$ cat src/hdl/pcl_pkg.sv
/*
  Constants for the program cache lock control block: instruction
  encodings, field positions, cache geometry and reset values.
  Assumes a 32-bit program address space and one op at a time.
*/
package pcl_pkg;
  // ==========================================================
  // Geometry
  localparam int NUM_SECTORS = 8;
  localparam int SEC_IDX_W = 3;
  localparam int ADDR_W = 32;
  localparam int TAG_W = 25;
  localparam int TAG_LSB = 7;
  localparam logic [TAG_W-1:0] TAG_RESET = 25'h0000000;

  typedef logic [SEC_IDX_W-1:0] pcl_sec_idx_t;

  // ==========================================================
  // Instruction words and match masks
  localparam logic [31:0] FLUSH_WORD = 32'h00000003;
  localparam logic [31:0] UNLOCK_ALL_WORD = 32'h00000002;
  localparam logic [31:0] ABS_LOCK_MASK = 32'hfff03fff;
  localparam logic [31:0] ABS_LOCK_BITS = 32'h03000080;
  localparam logic [31:0] REL_SHORT_MASK = 32'hffc03f80;
  localparam logic [31:0] REL_SHORT_BITS = 32'h03800000;
  localparam logic [31:0] REL_LONG_WORD = 32'h03080000;
  localparam logic [31:0] REL_REG_MASK = 32'hfffe3fff;
  localparam logic [31:0] REL_REG_BITS = 32'h03020000;

  // ==========================================================
  // Field positions
  localparam int EA_MODE_MSB = 19;
  localparam int EA_MODE_LSB = 17;
  localparam int REG_SEL_MSB = 16;
  localparam int REG_SEL_LSB = 14;
  localparam int SHORT_HI_MSB = 21;
  localparam int SHORT_HI_LSB = 14;
  localparam int SHORT_LO_MSB = 6;
  localparam int SHORT_LO_LSB = 0;
  localparam int SHORT_DISP_W = 15;

  // ==========================================================
  // Effective address modes
  localparam logic [2:0] EA_MODE_LAST_RN = 3'h4;
  localparam logic [2:0] EA_MODE_ABS = 3'h6;
  localparam logic [2:0] EA_REG_ABS = 3'h0;
endpackage

$ cat src/hdl/pcl_sector.sv
/*
  One cache sector's tag, tag-valid and lock state with tag compare.
  Assumes the controller asserts alloc only together with lock, and flush or unlock-all apart from both.
*/
`timescale 1ns/100ps
`default_nettype none
module pcl_sector (
  // Clock and reset
  input wire logic i_clk_sys,
  input wire logic i_rst_n,
  // Commands
  input wire logic i_flush,
  input wire logic i_unlock_all,
  input wire logic i_alloc,
  input wire logic i_lock,
  input wire logic [pcl_pkg::TAG_W-1:0] i_tag,
  // State
  output logic o_hit,
  output logic o_valid,
  output logic o_locked
);
  logic [pcl_pkg::TAG_W-1:0] tag_ff;
  logic valid_ff;
  logic locked_ff;

  // ==========================================================
  // Tag store
  always_ff @(posedge i_clk_sys or negedge i_rst_n) begin
    if (!i_rst_n) begin
      tag_ff <= pcl_pkg::TAG_RESET;
      valid_ff <= 1'b0;
    end else if (i_flush) begin
      tag_ff <= pcl_pkg::TAG_RESET;
      valid_ff <= 1'b0;
    end else if (i_alloc) begin
      tag_ff <= i_tag;
      valid_ff <= 1'b1;
    end
  end

  // ==========================================================
  // Lock state
  always_ff @(posedge i_clk_sys or negedge i_rst_n) begin
    if (!i_rst_n) begin
      locked_ff <= 1'b0;
    end else if (i_flush || i_unlock_all) begin
      locked_ff <= 1'b0;
    end else if (i_lock) begin
      locked_ff <= 1'b1;
    end
  end

  assign o_hit = valid_ff && (tag_ff == i_tag);
  assign o_valid = valid_ff;
  assign o_locked = locked_ff;
endmodule
`default_nettype wire

$ cat src/hdl/pcl_lock_ctrl.sv
/*
  Program cache lock control: executes cache flush, global unlock,
  absolute sector lock and PC-relative sector lock, keeping sector
  tags, lock bits and an LRU stack.
  Assumes the decoder presents one op per i_op_valid cycle together
  with its extension word, the current PC and the address registers.
*/
// Contract
// - Flush invalidates, unlocks, resets LRU and tags
// - Flush works in cache and RAM modes
// - Flush word is 0x00000003 exactly
// - Global unlock clears locks only
// - Global unlock works in both modes
// - Global unlock word is 0x00000002 exactly
// - Absolute lock on tag hit locks sector
// - Miss loads tag into deepest unlocked stack sector and locks it on the same edge
// - Every lock updates LRU stack; a miss with all sectors locked leaves it unchanged
// - Memory-alterable modes only, no short absolute
// - Address from R0-R7 or absolute word
// - Absolute lock traps in program RAM mode
// - Relative lock traps in program RAM mode
// - Absolute lock word fields decoded exactly
// - Relative lock uses PC plus displacement
// - Displacement is signed 32-bit value
// - Short displacement sign-extended from 15 bits
// - Short displacement joined from split fields
// - Long form takes extension word displacement
// - Register form takes selected address register
`timescale 1ns/100ps
`default_nettype none
module pcl_lock_ctrl (
  // Clock and reset
  input wire logic i_clk_sys,
  input wire logic i_rst_n,
  // Decoded operation
  input wire logic i_op_valid,
  input wire logic [31:0] i_op_word,
  input wire logic [31:0] i_ext_word,
  input wire logic [31:0] i_pc,
  input wire logic [7:0][31:0] i_areg,
  // Mode
  input wire logic i_program_ram_mode,
  // Results
  output logic o_op_done,
  output logic o_illegal_trap,
  output logic o_lock_hit,
  output logic [2:0] o_lock_sector,
  output logic [31:0] o_lock_addr,
  // Cache state
  output logic [7:0] o_valid_vec,
  output logic [7:0] o_lock_vec,
  output logic [2:0] o_lru_sector
);
  localparam int NS = pcl_pkg::NUM_SECTORS;

  // ==========================================================
  // Decode
  wire logic [31:0] w = i_op_word;
  wire logic is_flush = (w == pcl_pkg::FLUSH_WORD);
  wire logic is_unlock = (w == pcl_pkg::UNLOCK_ALL_WORD);
  wire logic is_abs = ((w & pcl_pkg::ABS_LOCK_MASK) == pcl_pkg::ABS_LOCK_BITS);
  wire logic is_rel_s = ((w & pcl_pkg::REL_SHORT_MASK) == pcl_pkg::REL_SHORT_BITS);
  wire logic is_rel_l = (w == pcl_pkg::REL_LONG_WORD);
  wire logic is_rel_r = ((w & pcl_pkg::REL_REG_MASK) == pcl_pkg::REL_REG_BITS);
  wire logic is_rel = is_rel_s || is_rel_l || is_rel_r;
  wire logic [2:0] ea_mode_field = w[pcl_pkg::EA_MODE_MSB:pcl_pkg::EA_MODE_LSB];
  wire logic [2:0] addr_reg_select = w[pcl_pkg::REG_SEL_MSB:pcl_pkg::REG_SEL_LSB];

  // Pre-modified Rn is the address; modes needing an offset register are refused
  wire logic ea_is_abs = (ea_mode_field == pcl_pkg::EA_MODE_ABS) && (addr_reg_select == pcl_pkg::EA_REG_ABS);
  wire logic ea_mode_ok = (ea_mode_field <= pcl_pkg::EA_MODE_LAST_RN) || ea_is_abs;
  wire logic [31:0] sel_areg = i_areg[addr_reg_select];
  wire logic [31:0] abs_ea = ea_is_abs ? i_ext_word : sel_areg;

  // ==========================================================
  // Relative address
  wire logic [pcl_pkg::SHORT_DISP_W-1:0] short_disp = {w[pcl_pkg::SHORT_HI_MSB:pcl_pkg::SHORT_HI_LSB],
                                                       w[pcl_pkg::SHORT_LO_MSB:pcl_pkg::SHORT_LO_LSB]};
  wire logic [31:0] short_sext = {{(32 - pcl_pkg::SHORT_DISP_W){short_disp[pcl_pkg::SHORT_DISP_W-1]}},
                                  short_disp};
  wire logic [31:0] rel_disp = is_rel_s ? short_sext : (is_rel_l ? i_ext_word : sel_areg);
  wire logic [31:0] rel_addr = i_pc + rel_disp;

  // ==========================================================
  // Execution qualifiers
  wire logic lock_op = i_op_valid && ((is_abs && ea_mode_ok) || is_rel);
  wire logic bad_ea = i_op_valid && is_abs && !ea_mode_ok;
  wire logic trap_now = (lock_op && i_program_ram_mode) || bad_ea;
  wire logic do_lock = lock_op && !i_program_ram_mode;
  wire logic do_flush = i_op_valid && is_flush;
  wire logic do_unlock = i_op_valid && is_unlock;
  wire logic [31:0] lock_addr = is_abs ? abs_ea : rel_addr;
  wire logic [pcl_pkg::TAG_W-1:0] lock_tag = lock_addr[pcl_pkg::ADDR_W-1:pcl_pkg::TAG_LSB];

  // ==========================================================
  // Sectors
  wire logic [NS-1:0] hit_vec;
  wire logic [NS-1:0] valid_vec;
  wire logic [NS-1:0] lock_vec;
  pcl_pkg::pcl_sec_idx_t lru_ff [NS];
  pcl_pkg::pcl_sec_idx_t nxt_lru [NS];
  pcl_pkg::pcl_sec_idx_t hit_idx;
  pcl_pkg::pcl_sec_idx_t victim_idx;
  pcl_pkg::pcl_sec_idx_t ref_pos;
  logic victim_found;

  wire logic any_hit = |hit_vec;
  wire logic do_alloc = do_lock && !any_hit && victim_found;
  wire logic do_ref = do_lock && (any_hit || victim_found);
  wire pcl_pkg::pcl_sec_idx_t ref_idx = any_hit ? hit_idx : victim_idx;

  genvar g;
  generate
    for (g = 0; g < NS; g++) begin : g_sec
      wire logic sel = (ref_idx == pcl_pkg::pcl_sec_idx_t'(g));
      pcl_sector u_sector (
        .i_clk_sys(i_clk_sys),
        .i_rst_n(i_rst_n),
        .i_flush(do_flush),
        .i_unlock_all(do_unlock),
        .i_alloc(do_alloc && sel),
        .i_lock(do_ref && sel),
        .i_tag(lock_tag),
        .o_hit(hit_vec[g]),
        .o_valid(valid_vec[g]),
        .o_locked(lock_vec[g])
      );
    end
  endgenerate

  // Tags are unique since allocation only happens on a miss, so OR-encoding is safe
  always_comb begin
    hit_idx = '0;
    for (int i = 0; i < NS; i++) begin
      if (hit_vec[i]) begin
        hit_idx = hit_idx | pcl_pkg::pcl_sec_idx_t'(i);
      end
    end
  end

  // Deepest unlocked stack entry is the victim
  always_comb begin
    victim_idx = lru_ff[NS-1];
    victim_found = 1'b0;
    for (int i = 0; i < NS; i++) begin
      if (!lock_vec[lru_ff[i]]) begin
        victim_idx = lru_ff[i];
        victim_found = 1'b1;
      end
    end
  end

  always_comb begin
    ref_pos = pcl_pkg::pcl_sec_idx_t'(NS - 1);
    for (int i = 0; i < NS; i++) begin
      if (lru_ff[i] == ref_idx) begin
        ref_pos = pcl_pkg::pcl_sec_idx_t'(i);
      end
    end
  end

  // ==========================================================
  // LRU stack, entry 0 is most recent
  generate
    for (g = 0; g < NS; g++) begin : g_lru
      if (g == 0) begin : g_top
        assign nxt_lru[g] = do_ref ? ref_idx : lru_ff[g];
      end else begin : g_rest
        assign nxt_lru[g] = (do_ref && (pcl_pkg::pcl_sec_idx_t'(g) <= ref_pos)) ? lru_ff[g-1] : lru_ff[g];
      end
      always_ff @(posedge i_clk_sys or negedge i_rst_n) begin
        if (!i_rst_n) begin
          lru_ff[g] <= pcl_pkg::pcl_sec_idx_t'(g);
        end else if (do_flush) begin
          lru_ff[g] <= pcl_pkg::pcl_sec_idx_t'(g);
        end else begin
          lru_ff[g] <= nxt_lru[g];
        end
      end
    end
  endgenerate

  // ==========================================================
  // Result registers; no condition or status bits are driven here
  logic done_ff;
  logic trap_ff;
  logic hit_ff;
  pcl_pkg::pcl_sec_idx_t sector_ff;
  logic [31:0] addr_ff;
  wire logic nxt_done = do_flush || do_unlock || do_lock;

  always_ff @(posedge i_clk_sys or negedge i_rst_n) begin
    if (!i_rst_n) begin
      done_ff <= 1'b0;
      trap_ff <= 1'b0;
    end else begin
      done_ff <= nxt_done;
      trap_ff <= trap_now;
    end
  end

  always_ff @(posedge i_clk_sys or negedge i_rst_n) begin
    if (!i_rst_n) begin
      hit_ff <= 1'b0;
      sector_ff <= '0;
      addr_ff <= '0;
    end else if (do_lock) begin
      hit_ff <= any_hit;
      sector_ff <= ref_idx;
      addr_ff <= lock_addr;
    end
  end

  assign o_op_done = done_ff;
  assign o_illegal_trap = trap_ff;
  assign o_lock_hit = hit_ff;
  assign o_lock_sector = sector_ff;
  assign o_lock_addr = addr_ff;
  assign o_valid_vec = valid_vec;
  assign o_lock_vec = lock_vec;
  assign o_lru_sector = lru_ff[NS-1];

  // ==========================================================
  // Assertion helpers
  // The stack must stay a permutation and a victim must be the deepest
  // free entry; a slip in either only shows up much later as a bad hit.
  logic [NS-1:0] stk_seen;
  logic deeper_free;

  always_comb begin
    stk_seen = '0;
    deeper_free = 1'b0;
    for (int i = 0; i < NS; i++) begin
      stk_seen[lru_ff[i]] = 1'b1;
      if ((i > int'(ref_pos)) && !lock_vec[lru_ff[i]]) begin
        deeper_free = 1'b1;
      end
    end
  end
endmodule
`default_nettype wire

$ cat config.mk
export PLATFORM = sky130hd
export DESIGN_NAME = pcl_lock_ctrl
export DESIGN_NICKNAME = d
export VERILOG_FILES = /design/src/hdl/pcl_pkg.sv /design/src/hdl/pcl_sector.sv /design/src/hdl/pcl_lock_ctrl.sv
export SDC_FILE = /design/constraint.sdc
export NUM_CORES = 1
export LEC_CHECK = 0
export BUFFER_PORTS_ARGS = -buffer_cell sky130_fd_sc_hd__buf_2
export CORE_AREA = 2 2 204 206
export CTS_CLUSTER_SIZE = 28
export DETAILED_ROUTE_END_ITERATION = 10
export DIE_AREA = 0 0 206 208
export HOLD_SLACK_MARGIN = 0.03
export PLACE_DENSITY_LB_ADDON = 0.08
export SETUP_SLACK_MARGIN = 0.02
export SLEW_MARGIN = 20
export SYNTH_ARGS = -nofsm -noshare
export SYNTH_HDL_FRONTEND = slang
export SYNTH_HIERARCHICAL = 1
export SYNTH_SLANG_ARGS = --single-unit
$ cat constraint.sdc
create_clock -name i_clk_sys -period 5.97 [get_ports i_clk_sys]
set_clock_uncertainty 0.15 [all_clocks]
set_input_delay 0.8955 -clock i_clk_sys [delete_from_list [all_inputs] [get_ports i_clk_sys]]
set_output_delay 0.8955 -clock i_clk_sys [all_outputs]
set_load 0.05 [all_outputs]
# Word-level counts from Yosys, hierarchy flattened

Cells that the tools add are included.

Register bits after elaboration: 278
Input port bits: 356
Logic and storage cells: 284

$add $sub $neg: 1
Magnitude comparators: 17
Eq/ne operators: 30
Multiplexer cells: 118
Reduce and logical (&&, ||, !) cells: 81

Operators by type and width:

| cell                 | number |
|---|---|
| $mux 25              | 16 |
| $eq 25x25->1         | 8 |
| $mux 32              | 5 |
| $mux 3               | 37 |
| $bmux 32 s3          | 1 |
| $eq 32x2->1 const B  | 2 |
| $mux 1               | 49 |
| $reduce_bool 2->1    | 24 |
| $logic_and 1x1->1    | 43 |
| $lt 3x4->1 const B   | 9 |
| $add 32x32->32       | 1 |
| $eq 32x26->1 const B | 1 |
| $eq 29x23->1 const B | 1 |
| $eq 26x20->1 const B | 1 |
| $bmux 1 s3           | 8 |
| $eq 3x3->1           | 8 |
| $eq 17x11->1 const B | 1 |
| $eq 3x3->1 const B   | 5 |
| $le 3x3->1 const A   | 4 |
| $logic_or 1x1->1     | 8 |
| $reduce_or 8->1      | 1 |
| $eq 3x2->1 const B   | 2 |
| $le 2x3->1 const A   | 2 |
| $logic_not 3->1      | 2 |
| 5 further kinds      | 8 |

# Longest topological paths before layout

Depth after elaboration: 29
Depth in mapped cells: 39
Gate-level depth less buffers: 36

# Cells and area by module

Netlist, hierarchy kept.

By module, submodules not included:

| module        | instances | cells an instance | area an instance (um^2) | seq. area each (um^2) |
|---|---|---|---|---|
| pcl_sector    | 8         | 121               | 1346.3                  | 675.6 |
| pcl_lock_ctrl | 1         | 1081              | 9296.4                  | 1566.5 |

# Worst setup path after synthesis

Ideal clock, no wire load.

Kind: input -> register
Start: input i_op_word[14]
End: register lru_ff[7] (netlist bit)
Setup time: 125 ps
Data arrival time: 9820 ps
Setup slack: -4125 ps
Stages on the path: 37
Buffers on the path: 4
Cells stage by stage: buf_1 buf_1 buf_1 mux4_2 mux2i_1 nand2_1 o21ai_0 o21ai_0 ha_1 fa_1 a21o_1 a21oi_1 o21bai_1 a21oi_1 o21ai_0 a21oi_1 o21bai_1 a21oi_1 o21bai_1 a21oi_1 xnor2_1 o21ai_0 xnor2_1 nand3_1 nor4_2 nor4_2 and2_1 o21ai_0 nor2_1 a31oi_4 buf_2 xnor2_1 nor4_4 nand4b_1 a221o_1 o311a_2 mux2_4

Word-level cells in the longest chain between the ends: 28

RTL lines:

| what                            | RTL line             | source |
|---|---|---|
| from (decl)                     | pcl_lock_ctrl.sv:37  | `input wire logic [31:0] i_op_word,` |
| $bmux 32 s3                     | pcl_lock_ctrl.sv:72  | `wire logic [31:0] sel_areg = i_areg[addr_reg_select];` |
| $mux 32 (implied by the code)   | pcl_lock_ctrl.sv:72  |  |
| $mux 32 (2 in a row)            | pcl_lock_ctrl.sv:81  | `wire logic [31:0] rel_disp = is_rel_s ? short_sext : (is_rel_l ? i_ext_word : sel_areg);` |
| $add 32x32->32                  | pcl_lock_ctrl.sv:82  | `wire logic [31:0] rel_addr = i_pc + rel_disp;` |
| $mux 32 *                       | pcl_lock_ctrl.sv:92  | `wire logic [31:0] lock_addr = is_abs ? abs_ea : rel_addr;` |
| named net lock_addr[12]         | pcl_lock_ctrl.sv:92  |  |
| $eq 25x25->1 *                  | pcl_sector.sv:53     | `assign o_hit = valid_ff && (tag_ff == i_tag);` |
| $logic_and 1x1->1 *             | pcl_sector.sv:53     |  |
| named net hit_vec[1]            | pcl_lock_ctrl.sv:97  | `wire logic [NS-1:0] hit_vec;` |
| [1 not listed]                  | --                   |  |
| $mux 2 (2 in a row)             | pcl_lock_ctrl.sv:135 | `if (hit_vec[i]) begin` |
| $mux 3 (4 in a row)             | pcl_lock_ctrl.sv:135 |  |
| $mux 3                          | pcl_lock_ctrl.sv:110 | `wire pcl_pkg::pcl_sec_idx_t ref_idx = any_hit ? hit_idx : victim_idx;` |
| $eq 3x3->1                      | pcl_lock_ctrl.sv:156 | `if (lru_ff[i] == ref_idx) begin` |
| $mux 3 (8 in a row)             | pcl_lock_ctrl.sv:156 |  |
| $le 3x3->1                      | pcl_lock_ctrl.sv:169 | `assign nxt_lru[g] = (do_ref && (pcl_pkg::pcl_sec_idx_t'(g) <= ref_pos)) ? lru_ff[g-1] : lru_ff[g];` |
| $logic_and 1x1->1 *             | pcl_lock_ctrl.sv:169 |  |
| $reduce_bool 2->1 (no line) *   | --                   |  |
| to (signal, indexed assignment) | pcl_lock_ctrl.sv:173 | `lru_ff[g] <= pcl_pkg::pcl_sec_idx_t'(g);` |
| to (signal, indexed assignment) | pcl_lock_ctrl.sv:175 | `lru_ff[g] <= pcl_pkg::pcl_sec_idx_t'(g);` |
| to (signal, indexed assignment) | pcl_lock_ctrl.sv:177 | `lru_ff[g] <= nxt_lru[g];` |
| to (decl)                       | pcl_lock_ctrl.sv:100 | `pcl_pkg::pcl_sec_idx_t lru_ff [NS];` |

The timed path passes the listed nets; every way through them passes the cells marked *. The select of a mux whose other input is x is not followed.
A chain may end at the register's enable or synchronous reset.

# Worst setup path in the final report

Start: input i_op_word[28]
End: register lru_ff[7] (netlist bit)

RTL lines:

| what                          | RTL line             | source |
|---|---|---|
| $eq 32x26->1                  | pcl_lock_ctrl.sv:63  | `wire logic is_rel_l = (w == pcl_pkg::REL_LONG_WORD);` |
| $mux 32 (2 in a row)          | pcl_lock_ctrl.sv:81  |  |
| $add 32x32->32                | pcl_lock_ctrl.sv:82  |  |
| $mux 32 *                     | pcl_lock_ctrl.sv:92  |  |
| named net lock_addr[28]       | pcl_lock_ctrl.sv:92  |  |
| $eq 25x25->1 *                | pcl_sector.sv:53     |  |
| $logic_and 1x1->1 *           | pcl_sector.sv:53     |  |
| named net hit_vec[5]          | pcl_lock_ctrl.sv:97  |  |
| $mux 3 (3 in a row)           | pcl_lock_ctrl.sv:135 |  |
| $mux 3                        | pcl_lock_ctrl.sv:110 |  |
| $eq 3x3->1                    | pcl_lock_ctrl.sv:156 |  |
| $mux 3 (8 in a row)           | pcl_lock_ctrl.sv:156 |  |
| $le 3x3->1                    | pcl_lock_ctrl.sv:169 |  |
| $logic_and 1x1->1 *           | pcl_lock_ctrl.sv:169 |  |
| $reduce_bool 2->1 (no line) * | --                   |  |

The timed path passes the listed nets; every way through them passes the cells marked *.

==> metrics.log <==
INFO  metric timing.final.setup_violations = 245
INFO  metric outcome = finished with violations
INFO  metric worst-endpoint-required = 6.28 ns
INFO  metric io_buffers = 412
INFO  metric number_of_vias_in_the_routed_layout = 20600
INFO  metric cts_tree = built
INFO  metric ff2ff_setup_slack = 1.60 ns
INFO  metric grtUsageTotal = 0.397
INFO  metric cap_violations = 0
INFO  metric number_of_core_rows = 74
INFO  metric synth.yosys.seq_area_share = 0.347
INFO  metric drv_slew = 0
INFO  metric syn-instance-count = 2049
INFO  metric grt_first_pass_wirelength = 127 mm
INFO  metric synth-compound-area-share = 0.108
INFO  metric number_of_global_route_vias_before_repair = 20700
INFO  metric yosys.cell_types.count = 91
INFO  metric critPathSlowestCell = sky130_fd_sc_hd__or4_4
INFO  metric timing.setup.critical_path_class = in -> reg
INFO  metric power_density = 234 mW/mm²
INFO  metric clock_sink_count = 278
INFO  metric final.setup.worst_slack = -2.91 ns
INFO  metric leakagePower = 13.8 nW
INFO  metric drt_pass1_iterations = 5
INFO  metric combinational_family_with_the_most_area_after_synthesis = multiplexers
INFO  metric viasPerCell = 6.07
INFO  metric post_synth_and_or_nand_nor_area_fraction = 0.152
INFO  metric grt_overflow_total = 0
INFO  metric cp_endpoint_kind = flop
INFO  metric gpl_wtd_cong = 1.10
INFO  metric failed_checks = negative setup slack
INFO  metric worst_hold_class = in -> async
INFO  metric synth.largest_area_cell = sky130_fd_sc_hd__dfrtp_1
INFO  metric synth_flop_cell = sky130_fd_sc_hd__dfrtp_1
INFO  metric setup.worst_path.start_class = input port
INFO  metric layout.core_utilization = 0.717
INFO  metric dpl-instance-area = 0.0259 mm²
INFO  metric synthTopCellsByCount = sky130_fd_sc_hd__nor2_1 (313), sky130_fd_sc_hd__dfrtp_1 (266), sky130_fd_sc_hd__mux2i_1 (254), sky130_fd_sc_hd__xor2_1 (146), sky130_fd_sc_hd__nand2_1 (122)
INFO  metric initial_utilization = 0.495
INFO  metric critical_path.max_fanout = 6
INFO  metric number_of_warnings_printed_during_yosys_synthesis = 6
INFO  metric stdcell_area = 0.0291 mm²
INFO  metric ios = 413
INFO  metric post_synth_instance_area = 0.0201 mm²
INFO  metric synth_fp_nets = 2437
INFO  metric design.core.area = 0.0406 mm²
INFO  metric clockBufferDepth = 3
INFO  metric synthDominantCellAreaShare = 0.332
INFO  metric synth-seq-cells = 278
INFO  metric timing_hold_violations_final = 0
INFO  metric finalWirelength = 89.9 mm
INFO  metric floorplan.die_area = 0.0428 mm²
INFO  metric synth_area_per_cell = 9.79 µm²
INFO  metric power.total = 0.00682 W
INFO  metric cts-root-buf = sky130_fd_sc_hd__clkbuf_16
INFO  metric number_of_synthesized_flops_with_an_enable_pin = 0
INFO  metric htree_levels = 1
INFO  metric slowest_delay = 0.53 ns
INFO  metric grt_setup_unrepaired = yes
INFO  metric tritoncts.num_buffers = 30
INFO  metric buffers_and_inverters_on_the_worst_path = 3
INFO  metric irDropWorstVdd = 0.000188 V
INFO  metric synthTopCellsByArea = sky130_fd_sc_hd__dfrtp_1 (33%), sky130_fd_sc_hd__mux2i_1 (13%), sky130_fd_sc_hd__mux4_2 (8.6%), sky130_fd_sc_hd__xor2_1 (6.4%), sky130_fd_sc_hd__nor2_1 (5.9%)
INFO  metric drtIter0Drc = 2317
INFO  metric share_of_final_layout_standard_cells_stronger_than_drive_strength_1 = 0.436
INFO  metric route.antenna.remaining_nets = 0
INFO  metric crit_arrival = 9.19 ns
INFO  metric max_freq = 113 MHz
INFO  metric clk_latency = 0.58 ns
INFO  metric drc_errors = 0
INFO  metric critical-path-top-delay-family = simple AND/OR/NAND/NOR gates
INFO  metric grt_max_degree = 120
INFO  metric antenna_violations_before_repair = 18
INFO  metric post_synth_fa_ha_maj_area_fraction = 0.0203
INFO  metric synth_most_common_cell = sky130_fd_sc_hd__nor2_1
INFO  metric final.period_utilization = 1.49
INFO  metric final.min_clock_period = 8.88 ns
INFO  metric synth_xor_xnor_area_share = 0.104
INFO  metric tightest_slew = 0.996 ns
INFO  metric synth-async-reset-ratio = 1.00
INFO  metric cp_common_cell = sky130_fd_sc_hd__o21ai_2
INFO  metric detailedPlacementHpwl = 62.9 mm
INFO  metric timing.slew.headroom = 0.336
INFO  metric finish.net_count = 3208
INFO  metric syn_to_final_growth = 44.9%
INFO  metric chip_width = 206 µm
INFO  metric die-height = 208 µm
INFO  metric wl_per_cell = 26.5 µm
INFO  metric cts.reportedPaths.clkPinSlew = 0.06 ns
INFO  metric synth.area.mux_share = 0.234
## power by group
group	leakage (nW)	switching (W)	internal (W)	total [W]
clock network	0.488	0.000807	0.00113	0.00193
registers	3.83	0.0000000899	0.00188	0.00188
logic	9.53	0.00159	0.00141	0.00300
## cells by family after synthesis
| logic type | Yosys count |
|---|---|
| adder cells (fa/ha/maj) | 32 |
| AND/OR/NAND/NOR | 652 |
| multiplexers | 366 |
| buffers and inverters | 154 |
| AO/OA/AOI/OAI | 329 |
| flip-flops | 278 |
| XOR/XNOR | 238 |
## flip-flops by register name (all words and copies together), names as in the netlist
register,flops
o_lock_hit,1
g_sec.u_sector/o_locked,8
g_sec.u_sector/tag_ff,200
lru_ff,21
o_lock_sector,3
o_op_done,1
o_lru_sector,3
g_sec.u_sector/o_valid,8
o_lock_addr,32
o_illegal_trap,1
## worst paths after layout
check                                           start                                 endpoint  cells past startpoint
min                                           i_rst_n               o_lock_addr[5]$_DFFE_PN0P_                      1
max reg2reg                     lru_ff[7]$_DFFE_PN0P_                    lru_ff[7]$_DFFE_PN0P_                     12
min reg2reg                o_lock_addr[2]$_DFFE_PN0P_               o_lock_addr[2]$_DFFE_PN0P_                      2
max in group asynchronous                     i_rst_n  g_sec[2].u_sector/tag_ff[6]$_DFFE_PN0P_                      2
min in group i_clk_sys     o_lock_addr[2]$_DFFE_PN0P_               o_lock_addr[2]$_DFFE_PN0P_                      2
max                                     i_op_word[28]                    lru_ff[7]$_DFFE_PN0P_                     38
## what timing repair did
action,in CTS,in global routing
cloned,15,3
hold endpoints to repair,0,0
hold buffers,0,0
pin swaps,52,37
gates resized for setup,100,101
endpoints found under the setup margin,246,248
setup buffers,66,33
## worst reg2reg max path: cells and delay by family (launching register included)
kind / cells / cell delay, ns
flops: 1 / 0.64
compound gates: 7 / 1.69
simple gates: 2 / 0.61
mux: 3 / 1.18
## cell usage in the layout, fill, tap and decap left out, types with 10 or more instances in the layout
cell / count
sky130_fd_sc_hd__dfstp_2: 12
sky130_fd_sc_hd__diode_2: 11
sky130_fd_sc_hd__nand2_1: 119
sky130_fd_sc_hd__mux2i_2: 22
sky130_fd_sc_hd__nand4_1: 22
sky130_fd_sc_hd__dfrtp_1: 266
sky130_fd_sc_hd__buf_16: 11
sky130_fd_sc_hd__buf_2: 409
sky130_fd_sc_hd__inv_1: 24
sky130_fd_sc_hd__a21o_1: 14
sky130_fd_sc_hd__clkbuf_16: 34
sky130_fd_sc_hd__nor4_2: 12
sky130_fd_sc_hd__mux2_2: 25
sky130_fd_sc_hd__mux2i_1: 220
sky130_fd_sc_hd__o211ai_1: 13
sky130_fd_sc_hd__buf_6: 30
sky130_fd_sc_hd__nor4_1: 28
sky130_fd_sc_hd__buf_12: 62
sky130_fd_sc_hd__xor2_1: 141
sky130_fd_sc_hd__nor3_1: 25
sky130_fd_sc_hd__ha_1: 30
sky130_fd_sc_hd__a211oi_1: 13
sky130_fd_sc_hd__mux2i_4: 14
sky130_fd_sc_hd__nor2_4: 10
sky130_fd_sc_hd__nor2_1: 295
sky130_fd_sc_hd__buf_4: 347
sky130_fd_sc_hd__mux4_2: 77
sky130_fd_sc_hd__o21a_1: 10
sky130_fd_sc_hd__a21oi_2: 14
sky130_fd_sc_hd__nand3_1: 25
sky130_fd_sc_hd__o21ai_2: 19
sky130_fd_sc_hd__o21ai_1: 13
sky130_fd_sc_hd__o21ai_0: 85
sky130_fd_sc_hd__xnor2_1: 88
sky130_fd_sc_hd__nor4_4: 13
sky130_fd_sc_hd__nor2b_1: 13
sky130_fd_sc_hd__a21oi_1: 60
## layer usage
layer,global-route usage,wire length [µm],vias to the layer above
met5,0,0,-
met4,0.192,5670,0
met3,0.0500,7390,309
met2,0.674,43900,1249
met1,0.499,32900,10100
li1,-,-,8910
## cell type report
| cell class | count | area [µm²] |
|---|---|---|
| Sequential cell | 278 | 6970 |
| Antenna cell | 11 | 27.5 |
| Clock inverter | 8 | 103 |
| Inverter | 25 | 98.8 |
| Clock buffer | 47 | 906 |
| Fill cell | 2780 | 11500 |
| Timing Repair Buffer | 868 | 6730 |
| Tap cell | 532 | 666 |
| Multi-Input combinational cell | 1617 | 13600 |
## through the flow
stage	hold WS, ns	worst slack [ns]	instances	setup TNS [ns]
6_report	0.200	-2.91	3386	-620.00
5_1_grt	0.289	-3.17	3384	-699.58
4_1_cts	0.282	-2.65	3345	-573.71
3_5_place_dp	0.319	-3.79	3211	-820.83
3_3_place_gp	0.311	-3.61	3211	-768.18
2_1_floorplan	0.356	-2.84	2049	-565.83
Note: power is estimated with default switching activity, not from simulation.
